===== src/tes_pkg.sv =====
// package of the transmitter edge shaping block: register map, fields,
// codes, reset values and the bus carrier types.
// assumes one 100 MHz clock and an 8-bit register port on that clock.
package tes_pkg;

  // ==========================================================
  // register offsets
  localparam logic [7:0] OFS_RESID_212 = 8'h18;
  localparam logic [7:0] OFS_KIND_212 = 8'h19;
  localparam logic [7:0] OFS_PARAM_212 = 8'h1a;
  localparam logic [7:0] OFS_DUR_212 = 8'h1b;
  localparam logic [7:0] OFS_RESID_424 = 8'h1c;
  localparam logic [7:0] OFS_KIND_424 = 8'h1d;
  localparam logic [7:0] OFS_LUT_INDEX = 8'h30;
  localparam logic [7:0] OFS_LUT_DATA = 8'h31;
  localparam logic [7:0] OFS_STATUS = 8'h32;

  // ==========================================================
  // field positions and masks
  localparam int FALL_LSB = 4;
  localparam int FIELD_MSB_KIND = 3;
  localparam int PARAM_FALL_LSB = 4;
  localparam int DUR_STRETCH_BIT = 7;
  localparam logic [7:0] PARAM_MASK = 8'h77;
  localparam logic [7:0] DUR_MASK = 8'h9f;
  localparam logic [7:0] LUT_INDEX_MASK = 8'h7f;

  // ==========================================================
  // reset values
  localparam logic [7:0] RST_RESID_212 = 8'h00;
  localparam logic [7:0] RST_KIND_212 = 8'h00;
  localparam logic [7:0] RST_PARAM_212 = 8'h00;
  localparam logic [7:0] RST_DUR_212 = 8'h00;
  localparam logic [7:0] RST_RESID_424 = 8'h00;
  localparam logic [7:0] RST_KIND_424 = 8'h00;
  localparam logic [7:0] AMP_FULL = 8'hff;

  // ==========================================================
  // edge shape kind codes, one nibble per edge
  localparam logic [3:0] KIND_FW_ONE = 4'h1;
  localparam logic [3:0] KIND_FW_TWO = 4'h2;
  localparam logic [3:0] KIND_FW_THREE = 4'h3;
  localparam logic [3:0] KIND_LUT_PLAIN = 4'h4;
  localparam logic [3:0] KIND_LUT_CORR = 4'h5;
  localparam logic [3:0] KIND_LUT_ADAPT = 4'h6;

  // ==========================================================
  // lookup table geometry: four tables of 32 entries
  localparam int NUM_LUTS = 4;
  localparam int LUT_ENTRIES = 32;

  // register port request
  typedef struct packed {
    logic [7:0] addr;
    logic [7:0] wdata;
    logic wr;
    logic rd;
  } tes_bus_req_t;

  // carrier amplitude state machine
  typedef enum logic [1:0] {ST_FULL, ST_FALL, ST_LOW, ST_RISE} tes_state_t;

endpackage


===== src/tes_lut_mem.sv =====
// edge lookup table memory: one write port, one registered read port.
// assumes both ports on clk; contents are undefined until software loads them.
`timescale 1ns/10ps
module tes_lut_mem #(
  parameter int WIDTH = 8,
  parameter int DEPTH = 128
) (
  input wire logic clk,
  input wire logic rst_n,
  input wire logic wr_en,
  input wire logic [$clog2(DEPTH)-1:0] wr_addr,
  input wire logic [WIDTH-1:0] wr_data,
  input wire logic [$clog2(DEPTH)-1:0] rd_addr,
  output logic [WIDTH-1:0] rd_data
);
  logic [WIDTH-1:0] mem [DEPTH];

  if (DEPTH < 2 || (DEPTH & (DEPTH - 1)) != 0) begin : g_chk
    $error("tes_lut_mem: DEPTH must be a power of two");
  end

  // ==========================================================
  // storage write
  always_ff @(posedge clk) begin
    if (wr_en) begin
      mem[wr_addr] <= wr_data;
    end
  end

  // registered read
  always_ff @(posedge clk or negedge rst_n) begin
    if (!rst_n) begin
      rd_data <= '0;
    end else begin
      rd_data <= mem[rd_addr];
    end
  end
endmodule // tes_lut_mem


===== src/tes_state_timer.sv =====
// transition state timer: counts carrier ticks into edge states.
// assumes carrier_tick is a one-cycle pulse from logic on the same clock.
`timescale 1ns/10ps
module tes_state_timer #(
  parameter int CNT_W = 5
) (
  input wire logic clk,
  input wire logic rst_n,
  input wire logic start,
  input wire logic tick,
  input wire logic stretch,
  input wire logic [CNT_W-1:0] count,
  output logic [CNT_W-1:0] idx,
  output logic [CNT_W-1:0] done_idx,
  output logic step,
  output logic last,
  output logic busy
);
  logic half;
  logic stretch_q;
  logic [CNT_W-1:0] count_q;

  if (CNT_W < 1 || CNT_W > 8) begin : g_chk
    $error("tes_state_timer: CNT_W must be 1 to 8");
  end

  // ==========================================================
  // one or two ticks per state, count states
  always_ff @(posedge clk or negedge rst_n) begin
    if (!rst_n) begin
      busy <= 1'b0;
      half <= 1'b0;
      idx <= '0;
      done_idx <= '0;
      step <= 1'b0;
      last <= 1'b0;
      stretch_q <= 1'b0;
      count_q <= '0;
    end else begin
      step <= 1'b0;
      last <= 1'b0;
      if (start) begin
        busy <= (count != '0);
        half <= 1'b0;
        idx <= '0;
        stretch_q <= stretch;
        count_q <= count;
      end else if (busy && tick) begin
        if (stretch_q && !half) begin
          half <= 1'b1; // first carrier cycle of a doubled state
        end else begin
          half <= 1'b0;
          step <= 1'b1;
          done_idx <= idx;
          if (idx == count_q - 1'b1) begin
            busy <= 1'b0;
            last <= 1'b1;
          end else begin
            idx <= idx + 1'b1;
          end
        end
      end
    end
  end
endmodule // tes_state_timer


===== src/tes_top.sv =====
// transmitter modulation edge shaping for the 212 kbit/s rate, with the
// 424 kbit/s residual level and edge kind held for the next stage.
// assumes same-clock mod_req, carrier_tick and power_amp_supply inputs.
//
// Operation
// - falling edge kind from upper nibble
// - code 4: table ramp, no supply adaptation
// - code 5: table ramp, adapted, with correction
// - code 6: table ramp, adapted, no correction
// - rising edge kind from lower nibble
// - falling field is firmware time constant
// - falling field selects table 0 to 3
// - rising field is firmware time constant
// - rising field selects table 0 to 3
// - stretch clear: state lasts one carrier
// - stretch set: state lasts two carriers
// - state count shared by both edges
// - 424k residual level, 00 zero, ff full
`timescale 1ns/10ps
module tes_top (
  input wire logic clk,
  input wire logic rst_n,
  input tes_pkg::tes_bus_req_t bus_req,
  output logic [7:0] rdata,
  input wire logic mod_req,
  input wire logic carrier_tick,
  input wire logic [7:0] power_amp_supply,
  output logic [7:0] amplitude,
  output logic edge_active,
  output logic [7:0] residual_level_424k,
  output logic [7:0] shape_kind_424k
);
  import tes_pkg::*;

  logic rst_meta_n;
  logic rst_sync_n;
  logic [7:0] residual_carrier_212k;
  logic [7:0] edge_shape_kind_212k;
  logic [7:0] edge_shape_param_212k;
  logic [7:0] edge_duration_212k;
  logic [6:0] lut_index;
  tes_state_t state;
  logic falling_q;
  logic [3:0] kind_q;
  logic [2:0] sel_q;
  logic [4:0] cnt_q;
  logic [7:0] start_q;
  logic [7:0] target_q;
  logic [7:0] delta_q;
  logic next_start;
  logic next_falling;
  logic [3:0] next_kind;
  logic next_now;
  logic [7:0] next_target;
  logic [4:0] t_idx;
  logic [4:0] t_done;
  logic t_step;
  logic t_last;
  logic t_busy;
  logic [7:0] lut_data;
  logic is_fw;
  logic is_lut;
  logic [7:0] base_step;
  logic [7:0] seg_step;
  logic [4:0] mark_half;
  logic [4:0] mark_three_q;
  logic [15:0] adapt_prod;
  logic [7:0] frac;
  logic [15:0] off_prod;
  logic [7:0] lut_amp;
  logic [7:0] fw_amp;
  logic [7:0] next_amp;

  // ==========================================================
  // reset release through two flops
  always_ff @(posedge clk or negedge rst_n) begin
    if (!rst_n) begin
      rst_meta_n <= 1'b0;
      rst_sync_n <= 1'b0;
    end else begin
      rst_meta_n <= 1'b1;
      rst_sync_n <= rst_meta_n;
    end
  end

  // ==========================================================
  // register writes
  // reserved bits masked on write
  always_ff @(posedge clk or negedge rst_sync_n) begin
    if (!rst_sync_n) begin
      residual_carrier_212k <= RST_RESID_212;
      edge_shape_kind_212k <= RST_KIND_212;
      edge_shape_param_212k <= RST_PARAM_212;
      edge_duration_212k <= RST_DUR_212;
      residual_level_424k <= RST_RESID_424;
      shape_kind_424k <= RST_KIND_424;
    end else if (bus_req.wr) begin
      case (bus_req.addr)
        OFS_RESID_212: residual_carrier_212k <= bus_req.wdata;
        OFS_KIND_212: edge_shape_kind_212k <= bus_req.wdata;
        OFS_PARAM_212: edge_shape_param_212k <= bus_req.wdata & PARAM_MASK;
        OFS_DUR_212: edge_duration_212k <= bus_req.wdata & DUR_MASK;
        OFS_RESID_424: residual_level_424k <= bus_req.wdata;
        OFS_KIND_424: shape_kind_424k <= bus_req.wdata;
        default: ;
      endcase
    end
  end

  // table pointer, steps on each table data write
  always_ff @(posedge clk or negedge rst_sync_n) begin
    if (!rst_sync_n) begin
      lut_index <= '0;
    end else if (bus_req.wr && bus_req.addr == OFS_LUT_INDEX) begin
      lut_index <= bus_req.wdata[6:0];
    end else if (bus_req.wr && bus_req.addr == OFS_LUT_DATA) begin
      lut_index <= lut_index + 7'h01;
    end
  end

  // register reads, data in the next cycle; unmapped reads give zero
  always_ff @(posedge clk or negedge rst_sync_n) begin
    if (!rst_sync_n) begin
      rdata <= 8'h00;
    end else if (bus_req.rd) begin
      case (bus_req.addr)
        OFS_RESID_212: rdata <= residual_carrier_212k;
        OFS_KIND_212: rdata <= edge_shape_kind_212k;
        OFS_PARAM_212: rdata <= edge_shape_param_212k;
        OFS_DUR_212: rdata <= edge_duration_212k;
        OFS_RESID_424: rdata <= residual_level_424k;
        OFS_KIND_424: rdata <= shape_kind_424k;
        OFS_LUT_INDEX: rdata <= {1'b0, lut_index};
        OFS_STATUS: rdata <= {t_busy, state, t_idx};
        default: rdata <= 8'h00;
      endcase
    end else begin
      rdata <= 8'h00;
    end
  end

  // ==========================================================
  // edge launch decode
  // falling kind upper nibble, rising kind lower nibble
  always_comb begin
    next_start = (state == ST_FULL && mod_req) || (state == ST_LOW && !mod_req);
    next_falling = (state == ST_FULL);
    next_kind = next_falling ? edge_shape_kind_212k[7:FALL_LSB]
                             : edge_shape_kind_212k[FIELD_MSB_KIND:0];
    next_target = next_falling ? residual_carrier_212k : AMP_FULL;
    // reserved kinds and a zero count switch the level at once
    next_now = (next_kind < KIND_FW_ONE) || (next_kind > KIND_LUT_ADAPT) ||
               (edge_duration_212k[4:0] == 5'h00);
  end

  // latch edge settings so writes during an edge cannot tear it
  // falling field, rising field
  always_ff @(posedge clk or negedge rst_sync_n) begin
    if (!rst_sync_n) begin
      falling_q <= 1'b0;
      kind_q <= 4'h0;
      sel_q <= 3'h0;
      cnt_q <= 5'h00;
      start_q <= AMP_FULL;
      target_q <= AMP_FULL;
      delta_q <= 8'h00;
    end else if (next_start) begin
      falling_q <= next_falling;
      kind_q <= next_kind;
      sel_q <= next_falling ? edge_shape_param_212k[6:PARAM_FALL_LSB]
                            : edge_shape_param_212k[2:0];
      cnt_q <= edge_duration_212k[4:0];
      start_q <= amplitude;
      target_q <= next_target;
      delta_q <= next_falling ? amplitude - next_target : next_target - amplitude;
    end
  end

  // ==========================================================
  // state sequencing and lookup table
  tes_state_timer #(
    .CNT_W(5)
  ) i_tes_state_timer (
    .clk(clk),
    .rst_n(rst_sync_n),
    .start(next_start && !next_now),
    .tick(carrier_tick),
    .stretch(edge_duration_212k[DUR_STRETCH_BIT]),
    .count(edge_duration_212k[4:0]),
    .idx(t_idx),
    .done_idx(t_done),
    .step(t_step),
    .last(t_last),
    .busy(t_busy)
  );

  tes_lut_mem #(
    .WIDTH(8),
    .DEPTH(NUM_LUTS * LUT_ENTRIES)
  ) i_tes_lut_mem (
    .clk(clk),
    .rst_n(rst_sync_n),
    .wr_en(bus_req.wr && bus_req.addr == OFS_LUT_DATA),
    .wr_addr(lut_index),
    .wr_data(bus_req.wdata),
    .rd_addr({sel_q[1:0], t_idx}),
    .rd_data(lut_data)
  );

  // ==========================================================
  // amplitude of the state just ended
  always_comb begin
    is_fw = (kind_q >= KIND_FW_ONE) && (kind_q <= KIND_FW_THREE);
    is_lut = (kind_q >= KIND_LUT_PLAIN) && (kind_q <= KIND_LUT_ADAPT);
    // time constant sets the step size
    base_step = delta_q >> sel_q;
    if (base_step == 8'h00) begin
      base_step = 8'h01;
    end
    mark_half = {1'b0, cnt_q[4:1]};
    mark_three_q = mark_half + {2'b00, cnt_q[4:2]};
    // one, two or three linear segments
    seg_step = base_step;
    if (kind_q == KIND_FW_TWO && t_done >= mark_half) begin
      seg_step = base_step >> 1;
    end else if (kind_q == KIND_FW_THREE && t_done >= mark_three_q) begin
      seg_step = base_step >> 2;
    end else if (kind_q == KIND_FW_THREE && t_done >= mark_half) begin
      seg_step = base_step >> 1;
    end
    if (seg_step == 8'h00) begin
      seg_step = 8'h01;
    end
    if (falling_q) begin
      fw_amp = (amplitude - target_q <= seg_step) ? target_q : amplitude - seg_step;
    end else begin
      fw_amp = (target_q - amplitude <= seg_step) ? target_q : amplitude + seg_step;
    end
    adapt_prod = lut_data * power_amp_supply;
    frac = (kind_q == KIND_LUT_PLAIN) ? lut_data : adapt_prod[15:8];
    off_prod = delta_q * frac;
    lut_amp = falling_q ? start_q - off_prod[15:8] : start_q + off_prod[15:8];
    // correction lands the last state on target
    if (t_last && (is_fw || kind_q == KIND_LUT_CORR)) begin
      next_amp = target_q;
    end else if (is_lut) begin
      next_amp = lut_amp;
    end else begin
      next_amp = fw_amp;
    end
  end

  // carrier amplitude output
  always_ff @(posedge clk or negedge rst_sync_n) begin
    if (!rst_sync_n) begin
      amplitude <= AMP_FULL;
    end else if (next_start && next_now) begin
      amplitude <= next_target;
    end else if (t_step) begin
      amplitude <= next_amp;
    end
  end

  // ==========================================================
  // modulation state machine
  always_ff @(posedge clk or negedge rst_sync_n) begin
    if (!rst_sync_n) begin
      state <= ST_FULL;
    end else begin
      case (state)
        ST_FULL: if (mod_req) state <= next_now ? ST_LOW : ST_FALL;
        ST_FALL: if (t_step && t_last) state <= ST_LOW;
        ST_LOW: if (!mod_req) state <= next_now ? ST_FULL : ST_RISE;
        ST_RISE: if (t_step && t_last) state <= ST_FULL;
        default: state <= ST_FULL;
      endcase
    end
  end

  // edge in progress flag
  always_ff @(posedge clk or negedge rst_sync_n) begin
    if (!rst_sync_n) begin
      edge_active <= 1'b0;
    end else begin
      edge_active <= (next_start && !next_now) || (t_busy && !(t_step && t_last));
    end
  end
endmodule // tes_top


===== config.mk =====
export PLATFORM = sky130hd
export DESIGN_NAME = tes_top
export DESIGN_NICKNAME = d
export VERILOG_FILES = /design/src/tes_pkg.sv /design/src/tes_lut_mem.sv /design/src/tes_state_timer.sv /design/src/tes_top.sv
export SDC_FILE = /design/constraint.sdc
export NUM_CORES = 2
export LEC_CHECK = 0
export BUFFER_PORTS_ARGS = -buffer_cell sky130_fd_sc_hd__buf_2
export CAP_MARGIN = 20
export CORE_MARGIN = 3
export CORE_UTILIZATION = 57
export DETAILED_ROUTE_END_ITERATION = 10
export HOLD_SLACK_MARGIN = 0.05
export PLACE_DENSITY = 0.74
export SETUP_SLACK_MARGIN = 0.2
export SLEW_MARGIN = 20
export SYNTH_ARGS = -nofsm -noshare
export SYNTH_HDL_FRONTEND = slang
export SYNTH_SLANG_ARGS = --single-unit

===== constraint.sdc =====
create_clock -name clk -period 4.2 [get_ports clk]
set_input_delay 0.63 -clock clk [delete_from_list [all_inputs] [get_ports clk]]
set_output_delay 0.63 -clock clk [all_outputs]
set_load 0.01 [all_outputs]

Word-level counts from Yosys, hierarchy flattened --
Memories as Yosys holds them, arrays and structs flattened. A register that Yosys moved wholly into a read port is not among the register bits. Index checks and enable logic that the tools add are counted.
Operators by class: reductions and logical operators 45, $add $sub $neg 12, muxes and demuxes 49, $lt $le $gt $ge 10, shift operators 1, multiply operators 2, eq/ne operators 23, bitwise logic cells 2
Operators with widths (number):
- $mux 8 | 17
- $pmux 8 s8 | 1
- $eq 8x5->1 const B | 6
- $sub 8x8->8 | 6
- $mul 8x8->16 | 2
- $eq 8x6->1 const B | 3
- $mux 5 | 4
- $add 8x8->8 | 2
- $le 8x8->1 | 2
- $logic_and 1x1->1 | 16
- $logic_not 8->1 | 2
- $mux 1 | 16
- $mux 7 | 2
- $mux 2 | 6
- $reduce_and 2->1 | 6
- $reduce_and 3->1 | 3
- $eq 4x2->1 const B | 2
- $eq 4x3->1 const B | 2
- $ne 2x2->1 const B | 4
- $pmux 2 s4 | 1
- $reduce_bool 2->1 | 4
- $shr 8x3->8 | 1
- $add 7x1->7 const B | 1
- $add 4x3->5 | 1
- other kinds (23) | 34
Storage, ports and cells: bits in writable memories 1024, bits in registers 129, input bits 30, output and inout bits 33, memories kept 1, word-level logic and storage cells 173
Memories:
- i_tes_lut_mem.mem | words 128, width 8, read ports 1, clocked after Yosys merged registers in 1, write ports 1, RTL line tes_lut_mem.sv:16 | logic [WIDTH-1:0] mem [DEPTH];

Longest topological paths before layout --
depth in word-level cells 15, mapped depth 49, gate-level depth less buffers 49

Hierarchy --
Synthesis repeated with hierarchy kept, for this count alone.
Second synthesis, totals: cells, all modules 3088, area, all modules 53068.4 sq um
By module, submodules not included:
- tes_lut_mem | cells an instance 1635, area an instance 39701.8 sq um, times used 1
- tes_top | cells an instance 1368, area an instance 12346.8 sq um, times used 1
- tes_state_timer | cells an instance 85, area an instance 1019.7 sq um, times used 1

Worst setup path after synthesis --
OpenSTA, ideal clock, no wires.
path kind input port to flip-flop, start point input port power_amp_supply[2], end point register amplitude[7], arrival time 10.651 ns, setup time 0.085 ns, slack -6.535 ns, data required time 4.115 ns, cell stages on the path 46, path buffers 0, cells stage by stage nand2_1 > fa_1 > fa_1 > inv_1 > fa_1 > inv_1 > fa_1 > inv_1 > ha_1 > nand3_1 > or3_1 > a21boi_0 > o21a_1 > o21a_1 > o211ai_1 > a21o_1 > and4_1 > o31ai_1 > (+10 left out) > nor3_2 > a31oi_2 > inv_1 > a21oi_1 > xor2_1 > ha_1 > nand2_1 > o21a_1 > ha_1 > a21o_1 > a21o_1 > a21o_1 > a2111oi_0 > nor3_1 > xnor2_1 > xnor2_1 > a2111oi_2 > nor2_1
On the way: cells in the longest elaborated chain, start to end 9
RTL lines:
- start: declaration | RTL line tes_top.sv:27 | input wire logic [7:0] power_amp_supply,
- $mul 8x8->16 * | RTL line tes_top.sv:239 | adapt_prod = lut_data * power_amp_supply;
- $mux 8 * | RTL line tes_top.sv:240 | frac = (kind_q == KIND_LUT_PLAIN) ? lut_data : adapt_prod[15:8];
- $mul 8x8->16 * | RTL line tes_top.sv:241 | off_prod = delta_q * frac;
- $add 8x8->8 / $sub 8x8->8 (equally long branches) | RTL line tes_top.sv:242 | lut_amp = falling_q ? start_q - off_prod[15:8] : start_q + off_prod[15:8];
- $mux 8 * | RTL line tes_top.sv:242
- $mux 8 * | RTL line tes_top.sv:246 | end else if (is_lut) begin
- $mux 8 * | RTL line tes_top.sv:244 | if (t_last && (is_fw || kind_q == KIND_LUT_CORR)) begin
- $mux 8 * | RTL line tes_top.sv:259 | end else if (t_step) begin
- $mux 8 * | RTL line tes_top.sv:257 | end else if (next_start && next_now) begin
- end signal: assignment | RTL line tes_top.sv:258 | amplitude <= next_target;
- end signal: assignment | RTL line tes_top.sv:260 | amplitude <= next_amp;
- end: declaration | RTL line tes_top.sv:28 | output logic [7:0] amplitude,
Mark *: on every way between the ends. The rest lies on a longest branch, timed or not. The select of a mux whose other input is x is not followed. A chain may end at the register's enable or synchronous reset.

Worst setup path in the final report --
start point register i_tes_lut_mem.rd_data[3], read port of i_tes_lut_mem.mem, end point register amplitude[7]
On the way: cells in the longest elaborated chain, start to end 9
RTL lines:
- start: declaration | RTL line tes_lut_mem.sv:14 | output logic [WIDTH-1:0] rd_data
- $mul 8x8->16 | RTL line tes_top.sv:239
- $mux 8 * | RTL line tes_top.sv:240
- $mul 8x8->16 * | RTL line tes_top.sv:241
- $add 8x8->8 / $sub 8x8->8 (equally long branches) | RTL line tes_top.sv:242
- $mux 8 * | RTL line tes_top.sv:242
- $mux 8 * | RTL line tes_top.sv:246
- $mux 8 * | RTL line tes_top.sv:244
- $mux 8 * | RTL line tes_top.sv:259
- $mux 8 * | RTL line tes_top.sv:257
Marks and branches as above.

==> summary by stage <==
Setup path
The largest incremental delay on the critical path is 0.55 ns. The reg2reg setup slack is -6.15 ns. For the worst setup path, the data arrival time is 10.96 ns. Among all stages on the critical path, the largest delay is contributed by sky130_fd_sc_hd__fa_1.

The startpoint identified for the worst register-to-register timing path is i_tes_lut_mem.rd_data[3]. The worst setup path startpoint is i_tes_lut_mem.rd_data[3]. STA classifies the critical path endpoint as a register. STA classifies the critical path startpoint as a register.

Measured in cells, the most critical reg-to-reg path has a length of 44. Along the worst path, the maximum fanout reaches 5. The terminus of the critical flop-to-flop path is amplitude[7]. The cell that appears most often on the critical path is sky130_fd_sc_hd__fa_1.

The data required time at the worst endpoint is 4.81 ns. The critical path in this run is classified as register to register.

Route
The sum of routed wire length over all layers is 129000 um. After detailed routing, the number of vias per cell comes to 6.22. The detail route stage leaves a number of antenna-violating nets equal to 0. The final route contains 30600 vias. For this run, design rule violations remaining after detail routing come to 0.

The number of DRC markers in iteration 0 is 3362. Dividing the detail-routed wire length by the instance count gives 26.2 um. The iteration count of the initial detailed-routing pass is 5.

Synth
The number of nets handed over by synthesis was 3401. Among all flip-flop cells after synthesis, the most frequent one is sky130_fd_sc_hd__edfxtp_1. Of the post-synthesis cell area, the dominant cell type holds 0.579.

The number of synthesized register bits is 1160. For this run, the number of Yosys warnings is 0. The cell type with the largest total area after synthesis is sky130_fd_sc_hd__edfxtp_1. The share of the Yosys chip area taken by registers is 0.644.

Of the total synthesized cell area, the portion taken by XOR and XNOR cells is 0.00957. The post-synthesis simple-gate area fraction is 0.0590. The synthesized netlist contains 92 unique library cells. The number of enable-type register cells in the synthesized netlist is 1024. Summing every instance area after synthesis gives 53100 sq um. After synthesis, the cell types taking the most area are sky130_fd_sc_hd__edfxtp_1 58%, sky130_fd_sc_hd__mux4_2 14%, sky130_fd_sc_hd__dfrtp_1 5.3%. The largest family of logic cells by synthesized area is multiplexers. Of the post-synthesis cell area, the part taken by muxes is 0.162.

The share of async-settable or async-resettable flops after synthesis is 0.117. Of the total synthesized cell area, the portion taken by full adders, half adders and majority gates is 0.0641. The compound-gate portion of the synthesized area is 0.0385.

The post-synthesis average cell area is 16.9 sq um. The cell count after synthesis is 3146.

Placement
In this run the tool buffered the top-level ports with 62 buffer cells. Summed over all nets, the half-perimeter wirelength after detailed placement is 83800 um. At the end of routability-driven placement, the weighted congestion stood at 0.913.

Timing
Measured against its own limit, the worst slew margin works out to 0.319. The final-report setup violation count is 8. The worst-case setup margin in the final layout is -6.15 ns. The maximum clock frequency is 96.6 MHz. The post-route fraction of the period consumed by the critical path is 2.46.

At the pin with the least slew margin, the transition time is 1.02 ns. The total count of max-transition violations in the final report is 0. The number of hold violations in the final report is 0. After layout, the minimum clock period comes to 10.35 ns.

Setup repair after global routing could not meet its margin everywhere. The worst clock skew is 0.0189 ns. The worst slack on hold paths is 0.208 ns.

Finish
Summing all multi-input logic gate instances after layout gives 18000 sq um. The layout overhead on the synthesized area is 15.8%. The combined flip-flop and latch cell area is 34200 sq um. The share of cells above drive strength 1 is 0.311.

At the end of the flow, the number of nets in the layout was 3842. The filler cell count is 6019.

CTS
TritonCTS built the clock tree. The clock passes through at most 3 buffers. TritonCTS created 107 clock buffers.

Clock latency on the worst-skew pair, taken at its later pin, is 0.69 ns. In this run the number of H-tree levels came out at 3. The clock sink total is 1160. CTS placed an instance of sky130_fd_sc_hd__clkbuf_16 at the clock tree root. After clock tree synthesis, the clock-pin slew on the worst setup and hold paths is 0.07 ns.

Worst hold path
The worst hold path startpoint is carrier_tick. The worst hold path passes through 3 cells. For hold timing, the worst endpoint is i_tes_state_timer.half. The type of the tightest min-delay check is input pin to register.

Die
The floorplan die width is 311 um. For this design the top-level I/O count stands at 63. The number of core rows is 111. The area of the die is 96800 sq um. The effective utilization at floorplan is 0.577. The height of the chip is 311 um. The area of the core is 91900 sq um.

Global route
The total overflow left after global routing is 0. The initial antenna violation count is 3. Entering global routing, the biggest net connects 108 pins. The number of global-route vias before repair is 31900. For this run, the total global-route usage over all layers was measured as 0.269.

The first-pass GRT wire length is 198000 um.

Run
Max-cap violations in this run came to 0.

Run status
The run finished, with violations left. The final reports fail on negative setup slack.
[timing repair]
action	CTS	global route
resized for setup	34	14
hold buffers	1	0
pin swaps	34	5
endpoints found under the setup margin	8	8
buffers inserted	12	1
endpoints found under the hold margin	2	0
[cell usage in the layout, fill, tap and decap left out, drive strengths merged, types with 9 or more instances in the layout]
cell       n
a21o      26
a21oi     71
a22oi     14
a31oi     18
and2     103
buf      478
clkbuf   133
clkinv    47
dfrtp    112
dfstp     24
edfxtp  1024
fa        78
ha       147
inv      172
mux2      58
mux2i     31
mux4     339
nand2    185
nand2b    13
nand3     26
nand3b     9
nand4     14
nor2     220
nor2b     13
nor3      28
o211ai    17
o21a      11
o21ai     70
o21bai     9
or3       11
xnor2     39
xor2      19
[worst max path at each step]
stage,slack [ns],end,depth (start not counted)
after CTS,-6.04,amplitude[7],46
after global placement,-6.62,amplitude[7],47
final,-6.15,amplitude[7],44
after global routing,-6.64,amplitude[7],44
after detailed placement,-6.63,amplitude[7],46
after floorplan,-6.10,amplitude[7],46
[worst max-delay path, delay by kind of cell, from the launching register on]
family	cells	cell delay, ns
adders and majority gates	11	4.72
AOI/OAI and AO/OA	13	2.54
and+or+nand+nor	9	1.05
muxes	2	0.60
buffers and inverters	6	0.47
xor gates and xnor gates	3	0.45
DFF	1	0.44
[stage by stage]
stage	instances	instance area (sq um)	setup WS, ns	utilization	setup TNS (ns)
global placement	4707	57700	-6.62	0.628	-49.25
floorplan	3146	53200	-6.10	-	-43.99
CTS	4922	61400	-6.04	0.668	-44.74
finish	4925	61500	-6.15	0.669	-45.61
detailed placement	4707	57700	-6.63	0.628	-49.70
global route	4924	61500	-6.64	0.668	-49.40
[cell families after synthesis]
kind of cell,Yosys count
XOR/XNOR,58
AND/OR/NAND/NOR,659
buffers and inverters,310
other,1
AO/OA/AOI/OAI,305
flip-flops,1160
adder cells (fa/ha/maj),225
multiplexers,428
[layout make-up]
type	count	share of cell area
inverter	163	0.00995
antenna	2	0.0000814
multi-input combinational	1676	0.292
clock inverter	69	0.00940
tap	1243	0.0253
sequential	1160	0.556
timing repair buffer	479	0.0605
clock buffer	133	0.0461
[sequential cells by signal, indices dropped and copies added (netlist names), 4 cells and up]
name,cells
residual_level_424k,8
i_tes_lut_mem.rd_data,8
delta_q,8
shape_kind_424k,8
i_tes_state_timer.done_idx,5
edge_shape_kind_212k,8
start_q,8
i_tes_state_timer.idx,5
i_tes_lut_mem.mem,1024
residual_carrier_212k,8
rdata,8
edge_duration_212k,6
edge_shape_param_212k,6
i_tes_state_timer.count_q,5
amplitude,8
cnt_q,4
lut_index,7
target_q,8
kind_q,4
[cells in the mapped netlist, types with 7 or more instances]
cell type,instances
sky130_fd_sc_hd__o22ai_1,7
sky130_fd_sc_hd__mux4_2,339
sky130_fd_sc_hd__nand4_1,14
sky130_fd_sc_hd__or3_1,10
sky130_fd_sc_hd__a221oi_1,8
sky130_fd_sc_hd__dfrtp_1,112
sky130_fd_sc_hd__ha_1,147
sky130_fd_sc_hd__mux2i_1,31
sky130_fd_sc_hd__buf_1,35
sky130_fd_sc_hd__nand3_1,26
sky130_fd_sc_hd__dfstp_2,24
sky130_fd_sc_hd__and3_1,7
sky130_fd_sc_hd__xnor2_1,39
sky130_fd_sc_hd__a21oi_1,70
sky130_fd_sc_hd__edfxtp_1,1024
sky130_fd_sc_hd__a22oi_1,14
sky130_fd_sc_hd__and2_1,96
sky130_fd_sc_hd__nor3_1,27
sky130_fd_sc_hd__o21ai_0,69
sky130_fd_sc_hd__clkbuf_1,107
sky130_fd_sc_hd__nand2b_1,13
sky130_fd_sc_hd__a31oi_1,17
sky130_fd_sc_hd__o31ai_1,7
sky130_fd_sc_hd__o21a_1,11
sky130_fd_sc_hd__nor2b_1,13
sky130_fd_sc_hd__nand3b_1,9
sky130_fd_sc_hd__o211ai_1,15
sky130_fd_sc_hd__o21bai_1,9
sky130_fd_sc_hd__inv_1,161
sky130_fd_sc_hd__a21o_1,24
sky130_fd_sc_hd__xor2_1,19
sky130_fd_sc_hd__nand2_1,184
sky130_fd_sc_hd__mux2_2,57
sky130_fd_sc_hd__nor2_1,220
sky130_fd_sc_hd__fa_1,78
[routing by layer]
| layer | track usage | vias to the layer above | routed length, um |
|---|---|---|---|
| li1 | - | 13100 | - |
| met1 | 0.371 | 15700 | 49800 |
| met4 | 0.0949 | 2 | 4620 |
| met2 | 0.443 | 1501 | 63900 |
| met5 | 0 | - | 13 |
| met3 | 0.0432 | 292 | 10500 |
Power is left out: the tool's default activity adds up to more than one toggle a clock period on the data nets, which glitch-free logic cannot reach.
